==> src/sgpc_cfg.svh <==
// Constants for the global and power-management register group
//
// Operation
// Two-bit field selects internal interface clock rate
// Host keeps management clock within selected limit
// Preamble-restore bit enables port-5 10 Mb/s regeneration
// Tail tag inserts one byte before FCS
// Pass bit forwards flow-control frames, else filtered
// PLL power-down field resets to zero, enabled
// Power field decodes normal, energy, soft-down, saving
// Host enters soft power-down by plain write
// Strap at reset loads energy or normal mode
// Sleep after no-energy lasting delay times 20 ms
// Sleep-delay register resets to decimal eighty
// Reserved and test fields read zero, ignore writes
`ifndef SGPC_CFG_SVH
`define SGPC_CFG_SVH
// Register offsets
`define SGPC_ADDR_GIC      8'h0c
`define SGPC_ADDR_TEST     8'h0d
`define SGPC_ADDR_PWR      8'h0e
`define SGPC_ADDR_SLEEP    8'h0f
// Field positions
`define SGPC_CLK_HI        5
`define SGPC_CLK_LO        4
`define SGPC_PRE_BIT       2
`define SGPC_TAIL_BIT      1
`define SGPC_PASS_BIT      0
`define SGPC_PLL_BIT       5
`define SGPC_PM_HI         4
`define SGPC_PM_LO         3
// Reset values
`define SGPC_CLK_RST       2'h1
`define SGPC_PRE_RST       1'h1
`define SGPC_SLEEP_RST     8'h50
`define SGPC_TEST_VAL      8'h00
// Timing: 20 ms unit at 20 MHz
`define SGPC_UNIT_MS       20
`define SGPC_CLK_KHZ       20000
`endif

==> src/sgpc_pkg.sv <==
// Types for the global and power-management register group
package sgpc_pkg;
  // Power management modes
  typedef enum logic [1:0] {
    SGPC_PM_NORMAL = 2'h0,
    SGPC_PM_ENERGY = 2'h1,
    SGPC_PM_SOFTDN = 2'h2,
    SGPC_PM_SAVING = 2'h3
  } sgpc_pm_t;
  // Interface clock choices
  typedef enum logic [1:0] {
    SGPC_CLK_41 = 2'h0,
    SGPC_CLK_83 = 2'h1,
    SGPC_CLK_125 = 2'h2,
    SGPC_CLK_RSV = 2'h3
  } sgpc_clk_t;
  // Energy-detect sleeper states, one-hot
  typedef enum logic [2:0] {
    SGPC_ST_IDLE  = 3'h1,
    SGPC_ST_COUNT = 3'h2,
    SGPC_ST_SLEEP = 3'h4
  } sgpc_st_t;
endpackage

==> src/sgpc_sleep_if.sv <==
// Interface between register bank and energy-detect sleeper
`timescale 1ns/1ps
`default_nettype none
interface sgpc_sleep_if;
  logic       enable;
  logic [7:0] delay;
  logic       noEnergy;
  logic       tick;
  logic       sleep;
  modport regs (output enable, output delay, output noEnergy, output tick, input sleep);
  modport timer (input enable, input delay, input noEnergy, input tick, output sleep);
endinterface
`default_nettype wire

==> src/sgpc_regs.sv <==
// Global interface control and power management register bank
`timescale 1ns/1ps
`default_nettype none
`include "sgpc_cfg.svh"
module sgpc_regs
  import sgpc_pkg::*;
#(
  parameter int UNIT_CYCLES = (`SGPC_UNIT_MS * `SGPC_CLK_KHZ)
)
(
  // Clock and reset
  input  wire logic                  sys_clk,
  input  wire logic                  sys_rst,
  // Register port
  input  wire logic [7:0]            regAddr,
  input  wire logic                  regWrite,
  input  wire logic                  regRead,
  input  wire logic [7:0]            regWdata,
  output var  logic [7:0]            regRdata,
  // Strap and energy pins
  input  wire logic                  pmStrapPin,
  input  wire logic                  noEnergyPin,
  // Controls to the switch
  output var  sgpc_pkg::sgpc_clk_t   ifClkSel,
  output var  logic                  port5PreambleRestore,
  output var  logic                  port5TailTag,
  output var  logic                  passFlowCtrl,
  output var  logic                  pllPowerDown,
  output var  sgpc_pkg::sgpc_pm_t    powerMode,
  output var  logic                  lowPowerSleep
);
  import sgpc_pkg::*;

  logic [1:0]  clk_ff;
  logic        pre_ff;
  logic        tail_ff;
  logic        pass_ff;
  logic        pll_ff;
  logic [1:0]  pm_ff;
  logic [7:0]  sleep_ff;
  logic [1:0]  strapSync_ff;
  logic [1:0]  nrgSync_ff;
  logic        strapDone_ff;
  logic [31:0] div_ff;
  logic        tick_ff;
  logic [7:0]  nxt_rdata;

  sgpc_sleep_if sl();

  // Two-flop synchronisers for pins
  always_ff @(posedge sys_clk)
  begin
    strapSync_ff <= {strapSync_ff[0], pmStrapPin};
    nrgSync_ff   <= {nrgSync_ff[0], noEnergyPin};
  end

  // Strap taken once after reset release
  always_ff @(posedge sys_clk)
  begin
    if (sys_rst)
      strapDone_ff <= 1'b0;
    else
      strapDone_ff <= 1'b1;
  end

  // Interface control fields
  always_ff @(posedge sys_clk)
  begin
    if (sys_rst)
    begin
      clk_ff  <= `SGPC_CLK_RST;
      pre_ff  <= `SGPC_PRE_RST;
      tail_ff <= 1'b0;
      pass_ff <= 1'b0;
    end
    else if (regWrite && regAddr == `SGPC_ADDR_GIC)
    begin
      clk_ff  <= regWdata[`SGPC_CLK_HI:`SGPC_CLK_LO];
      pre_ff  <= regWdata[`SGPC_PRE_BIT];
      tail_ff <= regWdata[`SGPC_TAIL_BIT];
      pass_ff <= regWdata[`SGPC_PASS_BIT];
    end
  end

  // Power management fields
  always_ff @(posedge sys_clk)
  begin
    if (sys_rst)
    begin
      pll_ff <= 1'b0;
      pm_ff  <= SGPC_PM_NORMAL;
    end
    else if (!strapDone_ff)
      pm_ff <= strapSync_ff[1] ? SGPC_PM_NORMAL : SGPC_PM_ENERGY;
    else if (regWrite && regAddr == `SGPC_ADDR_PWR)
    begin
      pll_ff <= regWdata[`SGPC_PLL_BIT];
      pm_ff  <= regWdata[`SGPC_PM_HI:`SGPC_PM_LO];
    end
  end

  // Sleep delay register
  always_ff @(posedge sys_clk)
  begin
    if (sys_rst)
      sleep_ff <= `SGPC_SLEEP_RST;
    else if (regWrite && regAddr == `SGPC_ADDR_SLEEP)
      sleep_ff <= regWdata;
  end

  // 20 ms unit tick
  always_ff @(posedge sys_clk)
  begin
    if (sys_rst || div_ff == UNIT_CYCLES - 1)
      div_ff <= 32'h0;
    else
      div_ff <= div_ff + 32'h1;
  end
  always_ff @(posedge sys_clk)
  begin
    if (sys_rst)
      tick_ff <= 1'b0;
    else
      tick_ff <= (div_ff == UNIT_CYCLES - 1);
  end

  // Read data mux, reserved bits zero
  always_comb
  begin
    nxt_rdata = 8'h00;
    unique case (regAddr)
      `SGPC_ADDR_GIC:   nxt_rdata = {2'h0, clk_ff, 1'b0, pre_ff, tail_ff, pass_ff};
      `SGPC_ADDR_TEST:  nxt_rdata = `SGPC_TEST_VAL;
      `SGPC_ADDR_PWR:   nxt_rdata = {2'h0, pll_ff, pm_ff, 3'h0};
      `SGPC_ADDR_SLEEP: nxt_rdata = sleep_ff;
      default:          nxt_rdata = 8'h00;
    endcase
  end
  always_ff @(posedge sys_clk)
  begin
    if (sys_rst)
      regRdata <= 8'h00;
    else if (regRead)
      regRdata <= nxt_rdata;
  end

  // Registered control outputs
  always_ff @(posedge sys_clk)
  begin
    if (sys_rst)
    begin
      ifClkSel             <= SGPC_CLK_83;
      port5PreambleRestore <= 1'b1;
      port5TailTag         <= 1'b0;
      passFlowCtrl         <= 1'b0;
      pllPowerDown         <= 1'b0;
      powerMode            <= SGPC_PM_NORMAL;
      lowPowerSleep        <= 1'b0;
    end
    else
    begin
      ifClkSel             <= sgpc_clk_t'(clk_ff);
      port5PreambleRestore <= pre_ff;
      port5TailTag         <= tail_ff;
      passFlowCtrl         <= pass_ff;
      pllPowerDown         <= pll_ff;
      powerMode            <= sgpc_pm_t'(pm_ff);
      lowPowerSleep        <= sl.sleep;
    end
  end

  // Sleeper hookup
  assign sl.enable   = (pm_ff == SGPC_PM_ENERGY);
  assign sl.delay    = sleep_ff;
  assign sl.noEnergy = nrgSync_ff[1];
  assign sl.tick     = tick_ff;

  sgpc_sleep_timer u_timer (
    .sys_clk (sys_clk),
    .sys_rst (sys_rst),
    .sl      (sl)
  );

  // Cycles of unbroken no-energy while enabled, for the sleep check
  logic [31:0] quietCnt_ff;
  always_ff @(posedge sys_clk)
  begin
    if (sys_rst || !(sl.enable && sl.noEnergy))
      quietCnt_ff <= 32'h0;
    else if (quietCnt_ff != 32'hffffffff)
      quietCnt_ff <= quietCnt_ff + 32'h1;
  end
endmodule
`default_nettype wire

==> src/sgpc_sleep_timer.sv <==
// Energy-detect sleep timer counting 20 ms units
`timescale 1ns/1ps
`default_nettype none
module sgpc_sleep_timer
  import sgpc_pkg::*;
(
  // Clock and reset
  input  wire logic sys_clk,
  input  wire logic sys_rst,
  // Link to register bank
  sgpc_sleep_if.timer sl
);
  sgpc_st_t   state_ff;
  sgpc_st_t   nxt_state;
  logic [7:0] units_ff;
  logic       sleep_ff;

  assign sl.sleep = sleep_ff;

  // Next state of the sleeper
  always_comb
  begin
    nxt_state = state_ff;
    unique case (state_ff)
      SGPC_ST_IDLE:
        if (sl.enable && sl.noEnergy)
          nxt_state = SGPC_ST_COUNT;
      SGPC_ST_COUNT:
        if (!sl.enable || !sl.noEnergy)
          nxt_state = SGPC_ST_IDLE;
        // One extra tick covers the partial first unit
        else if (sl.tick && (units_ff >= sl.delay))
          nxt_state = SGPC_ST_SLEEP;
      SGPC_ST_SLEEP:
        if (!sl.enable || !sl.noEnergy)
          nxt_state = SGPC_ST_IDLE;
    endcase
  end

  // State register
  always_ff @(posedge sys_clk)
  begin
    if (sys_rst)
      state_ff <= SGPC_ST_IDLE;
    else
      state_ff <= nxt_state;
  end

  // Unit ticks seen during continuous no-energy, the first one partial
  always_ff @(posedge sys_clk)
  begin
    if (sys_rst || state_ff != SGPC_ST_COUNT)
      units_ff <= 8'h00;
    else if (sl.tick && units_ff != 8'hff)
      units_ff <= units_ff + 8'h01;
  end

  // Low-power flag
  always_ff @(posedge sys_clk)
  begin
    if (sys_rst)
      sleep_ff <= 1'b0;
    else
      sleep_ff <= (nxt_state == SGPC_ST_SLEEP);
  end
endmodule
`default_nettype wire

==> config.mk <==
export PLATFORM = sky130hd
export DESIGN_NAME = sgpc_regs
export DESIGN_NICKNAME = d
export VERILOG_FILES = /design/src/sgpc_pkg.sv /design/src/sgpc_sleep_if.sv /design/src/sgpc_regs.sv /design/src/sgpc_sleep_timer.sv
export VERILOG_INCLUDE_DIRS = /design/src
export SDC_FILE = /design/constraint.sdc
export NUM_CORES = 1
export LEC_CHECK = 0
export ABC_AREA = 1
export BUFFER_PORTS_ARGS = -buffer_cell sky130_fd_sc_hd__buf_2
export CORE_ASPECT_RATIO = 0.9
export CORE_MARGIN = 10
export CORE_UTILIZATION = 63
export DETAILED_ROUTE_END_ITERATION = 8
export PLACE_DENSITY = 0.84
export REMOVE_ABC_BUFFERS = 1
export SLEW_MARGIN = 20
export SYNTH_ARGS = -nofsm -noshare
export SYNTH_HDL_FRONTEND = slang
export SYNTH_SLANG_ARGS = --single-unit
==> constraint.sdc <==
create_clock -name sys_clk -period 3.4 [get_ports sys_clk]
set_clock_uncertainty 0.2 [all_clocks]
set_input_delay 0.17 -clock sys_clk [delete_from_list [all_inputs] [get_ports sys_clk]]
set_output_delay 0.17 -clock sys_clk [all_outputs]
set_load 0.01 [all_outputs]
==> run_results.csv <==
group,metric,value,unit
synthesis,syn_inst,575,
floorplan,ios,39,
timing,layout_min_cycle_time,2.193,ns
floorplan,die_h,95.42,µm
placed_design,io_buffers,38,
final_layout,layout-drive-gt1-share,0.1234,
final_layout,final_common_cell,"nand2_1",
cts,cts-root-buf,"clkbuf_8",
final_layout,final_cell_mix,"149 x nand2_1, 83 x nor2_1, 83 x dfxtp_1",
global_route,grt_pass1_wl,15800,µm
cts,post-cts-setup-buffers,0,
cts,clock_sinks,83,
cts,cts_buffer_depth,2,
global_route,grt_start_max_net_pins,32,
setup_path,r2r_cells,8,
final_layout,fin_util,0.7506,
min_path,hold_depth,4,
min_path,hold_start,"regAddr[0]",
timing,whs,0.01441,ns
final_layout,final_area,4589,µm²
setup_path,critPathLaunchType,"input pin",
timing,setup_viol,0,
synthesis,synth_top_family_by_area,"simple AND/OR/NAND/NOR gates",
synthesis,avgSynthCellArea,6.924,µm²
power,p_total,1.931,mW
synthesis,ys_seq_area_frac,0.4173,
floorplan,fp.dieW,103.8,µm
outcome,status,"completed",
synthesis,netlist_area,3981,µm²
global_route,met2_usage,0.3154,
timing,fmaxAchievable,0.4561,GHz
final_layout,nNetsFinal,659,
route,antenna_left,0,
placed_design,dpl-instance-area,4209,µm²
floorplan,die_area,9904,µm²
synthesis,yosys.area_share.simple,0.3334,
placed_design,gp_congestion,0.9514,
final_layout,layout.cells.non_filler,719,
route,via_per_inst,5.268,
min_path,min_path_type,"in -> reg",
setup_path,required,3.46,ns
cts,cts_tree,"built",
timing,fin_ws,1.207,ns
timing,maxSlewHeadroom,0.5893,
synthesis,synth-xor-area-share,0.03300,
timing,tns,0,ns
global_route,antenna_found_initial,0,
setup_path,path_class,"in -> reg",
global_route,gr-usage-all-layers,0.1931,
power,p_per_area,420.6,nW/µm²
synthesis,synth_fa_ha_area_frac,0.03143,
synthesis,ys_ff_latch,83,
cts,numCtsBuffers,9,
global_route,top_usage_layer,"met2",
floorplan,design.core.area,6115,µm²
timing,rsz0062_at_grt,"false",
placed_design,place_inst,690,
flow_run,maxCapViolCount,0,
cts,htreeDepth,3,
placed_design,dp_hpwl,6895,µm
route,first_pass_iters,7,
timing,tightestPinTransition,0.6138,ns
cts,clk_pin_slew,0.09,ns
timing,final.period_utilization,0.6449,
synthesis,synthMuxAreaShare,0,
route,totalWireLength,9640,µm
route,drc,0,
setup_path,end_kind,"register",
power,power_leakage,1.802,nW
timing,drv_slew,0,
cts,clk_latency,0.36,ns
min_path,hold-path-endpoint,"pll_ff$_SDFFE_PP0P_",
timing,final_hold_viol_count,0,
global_route,grt_pass1_vias,3514,
floorplan,rows,27,
setup_path,rr_endpoint,"div_ff[16]$_SDFF_PP0_",
final_layout,fillCellCount,479,
route,via_count,3788,
global_route,grt-ovfl-total,0,
setup_path,reg2reg_slack,1.24,ns
route,drt_iter0_drc,293,
power,ir_drop,383.4,µV
setup_path,r2r-start,"div_ff[0]$_SDFF_PP0_",
synthesis,yosysWarnings,0,
global_route,met3_usage,0.05732,
global_route,grt_use_met1,0.2446,
placed_design,pre_cts_slack,1.300,ns
final_layout,syn2layout_area_growth,15.27,%
final_layout,num_antenna_cells,0,
synthesis,ys_types,28,
floorplan,start_util,0.6511,
setup_path,worstPathMaxFanout,31,
setup_path,worstPathArrival,2.26,ns
synthesis,synth_compound_area_frac,0.09805,
route,wl_per_cell,13.41,µm
synthesized netlist by cell type:
| master | n | area [µm²] |
|---|---|---|
| nand2_1 | 149 | 559.3 |
| buf_4 | 1 | 7.510 |
| ha_1 | 10 | 125.1 |
| dfxtp_1 | 83 | 1662 |
| nand3_2 | 1 | 10.01 |
| inv_1 | 68 | 255.2 |
| xor2_1 | 15 | 131.4 |
| o21ai_1 | 4 | 20.02 |
| o21a_1 | 1 | 7.510 |
| nand2_2 | 5 | 31.28 |
| nor2_4 | 1 | 11.26 |
| nand3_1 | 35 | 175.2 |
| o211ai_1 | 3 | 22.52 |
| clkbuf_1 | 5 | 18.77 |
| or2_0 | 1 | 6.260 |
| buf_6 | 4 | 45.04 |
| o21ai_0 | 17 | 85.08 |
| nand3b_1 | 4 | 30.03 |
| or2_2 | 1 | 6.260 |
| nor2_2 | 6 | 37.54 |
| a21oi_1 | 51 | 255.2 |
| nor2_1 | 83 | 311.6 |
| inv_2 | 5 | 18.77 |
| nor3_1 | 11 | 55.05 |
| nand4_1 | 5 | 31.28 |
| nor3_4 | 1 | 16.27 |
| and2_1 | 1 | 6.260 |
| nor3_2 | 4 | 40.04 |
critical path: stages:
cell	delay, ns
dlygate4sd3_1	0.53
buf_2	0.24
inv_1	0.50
nand2_2	0.51
nor3_1	0.29
state kept, by name, summed over array words and instances, names as in the netlist, 2 cells and up:
name,cells
powerMode,2
ifClkSel,2
pm_ff,2
nrgSync_ff,2
sl.delay,8
regRdata,8
clk_ff,2
strapSync_ff,2
u_timer.units_ff,8
div_ff,32
u_timer.state_ff,3
final cells by class:
class	count	area (µm²)	share of cell area
multi-input combinational	409	1974	0.4302
sequential	83	1662	0.3620
timing repair buffer	51	320.3	0.06979
inverter	73	274.0	0.05971
clock buffer	10	137.6	0.02999
clock inverter	6	112.6	0.02454
tap	87	108.9	0.02372
power by group:
part           total [mW]  switching, mW  internal (mW)  leakage, nW
clock network       0.868          0.359          0.509        0.126
registers           0.989        0.00771          0.982        0.672
logic              0.0734         0.0435         0.0298         1.00
total                1.93          0.410           1.52         1.80
cell families (layout without fill, tap and decap cells):
family	Yosys count	in the layout
and+or+nand+nor	308	308
DFF	83	83
buffers and inverters	83	140
AOI/OAI and AO/OA	76	76
xor gates and xnor gates	15	15
adders and majority gates	10	10
timing repair:
item / 4_1_cts / 5_1_grt
resized for setup: 0 / 0
hold buffers: 13 / 0
hold endpoints to repair: 28 / 0
how the worst max path moves through the flow:
stage / startpoint / end
after floorplan: div_ff[0]$_SDFF_PP0_ / div_ff[15]$_SDFF_PP0_
after global placement: div_ff[0]$_SDFF_PP0_ / div_ff[15]$_SDFF_PP0_
after detailed placement: div_ff[0]$_SDFF_PP0_ / div_ff[14]$_SDFF_PP0_
after CTS: div_ff[0]$_SDFF_PP0_ / div_ff[4]$_SDFF_PP0_
after global routing: div_ff[0]$_SDFF_PP0_ / div_ff[4]$_SDFF_PP0_
final: sys_rst / div_ff[14]$_SDFF_PP0_
metal layers:
metal,vias to the layer above,wire length (µm)
met5,-,0
met4,0,121
met3,15,791
met2,138,4280
met1,1716,4446
li1,1919,-
Power figures use the tool's default switching activity.
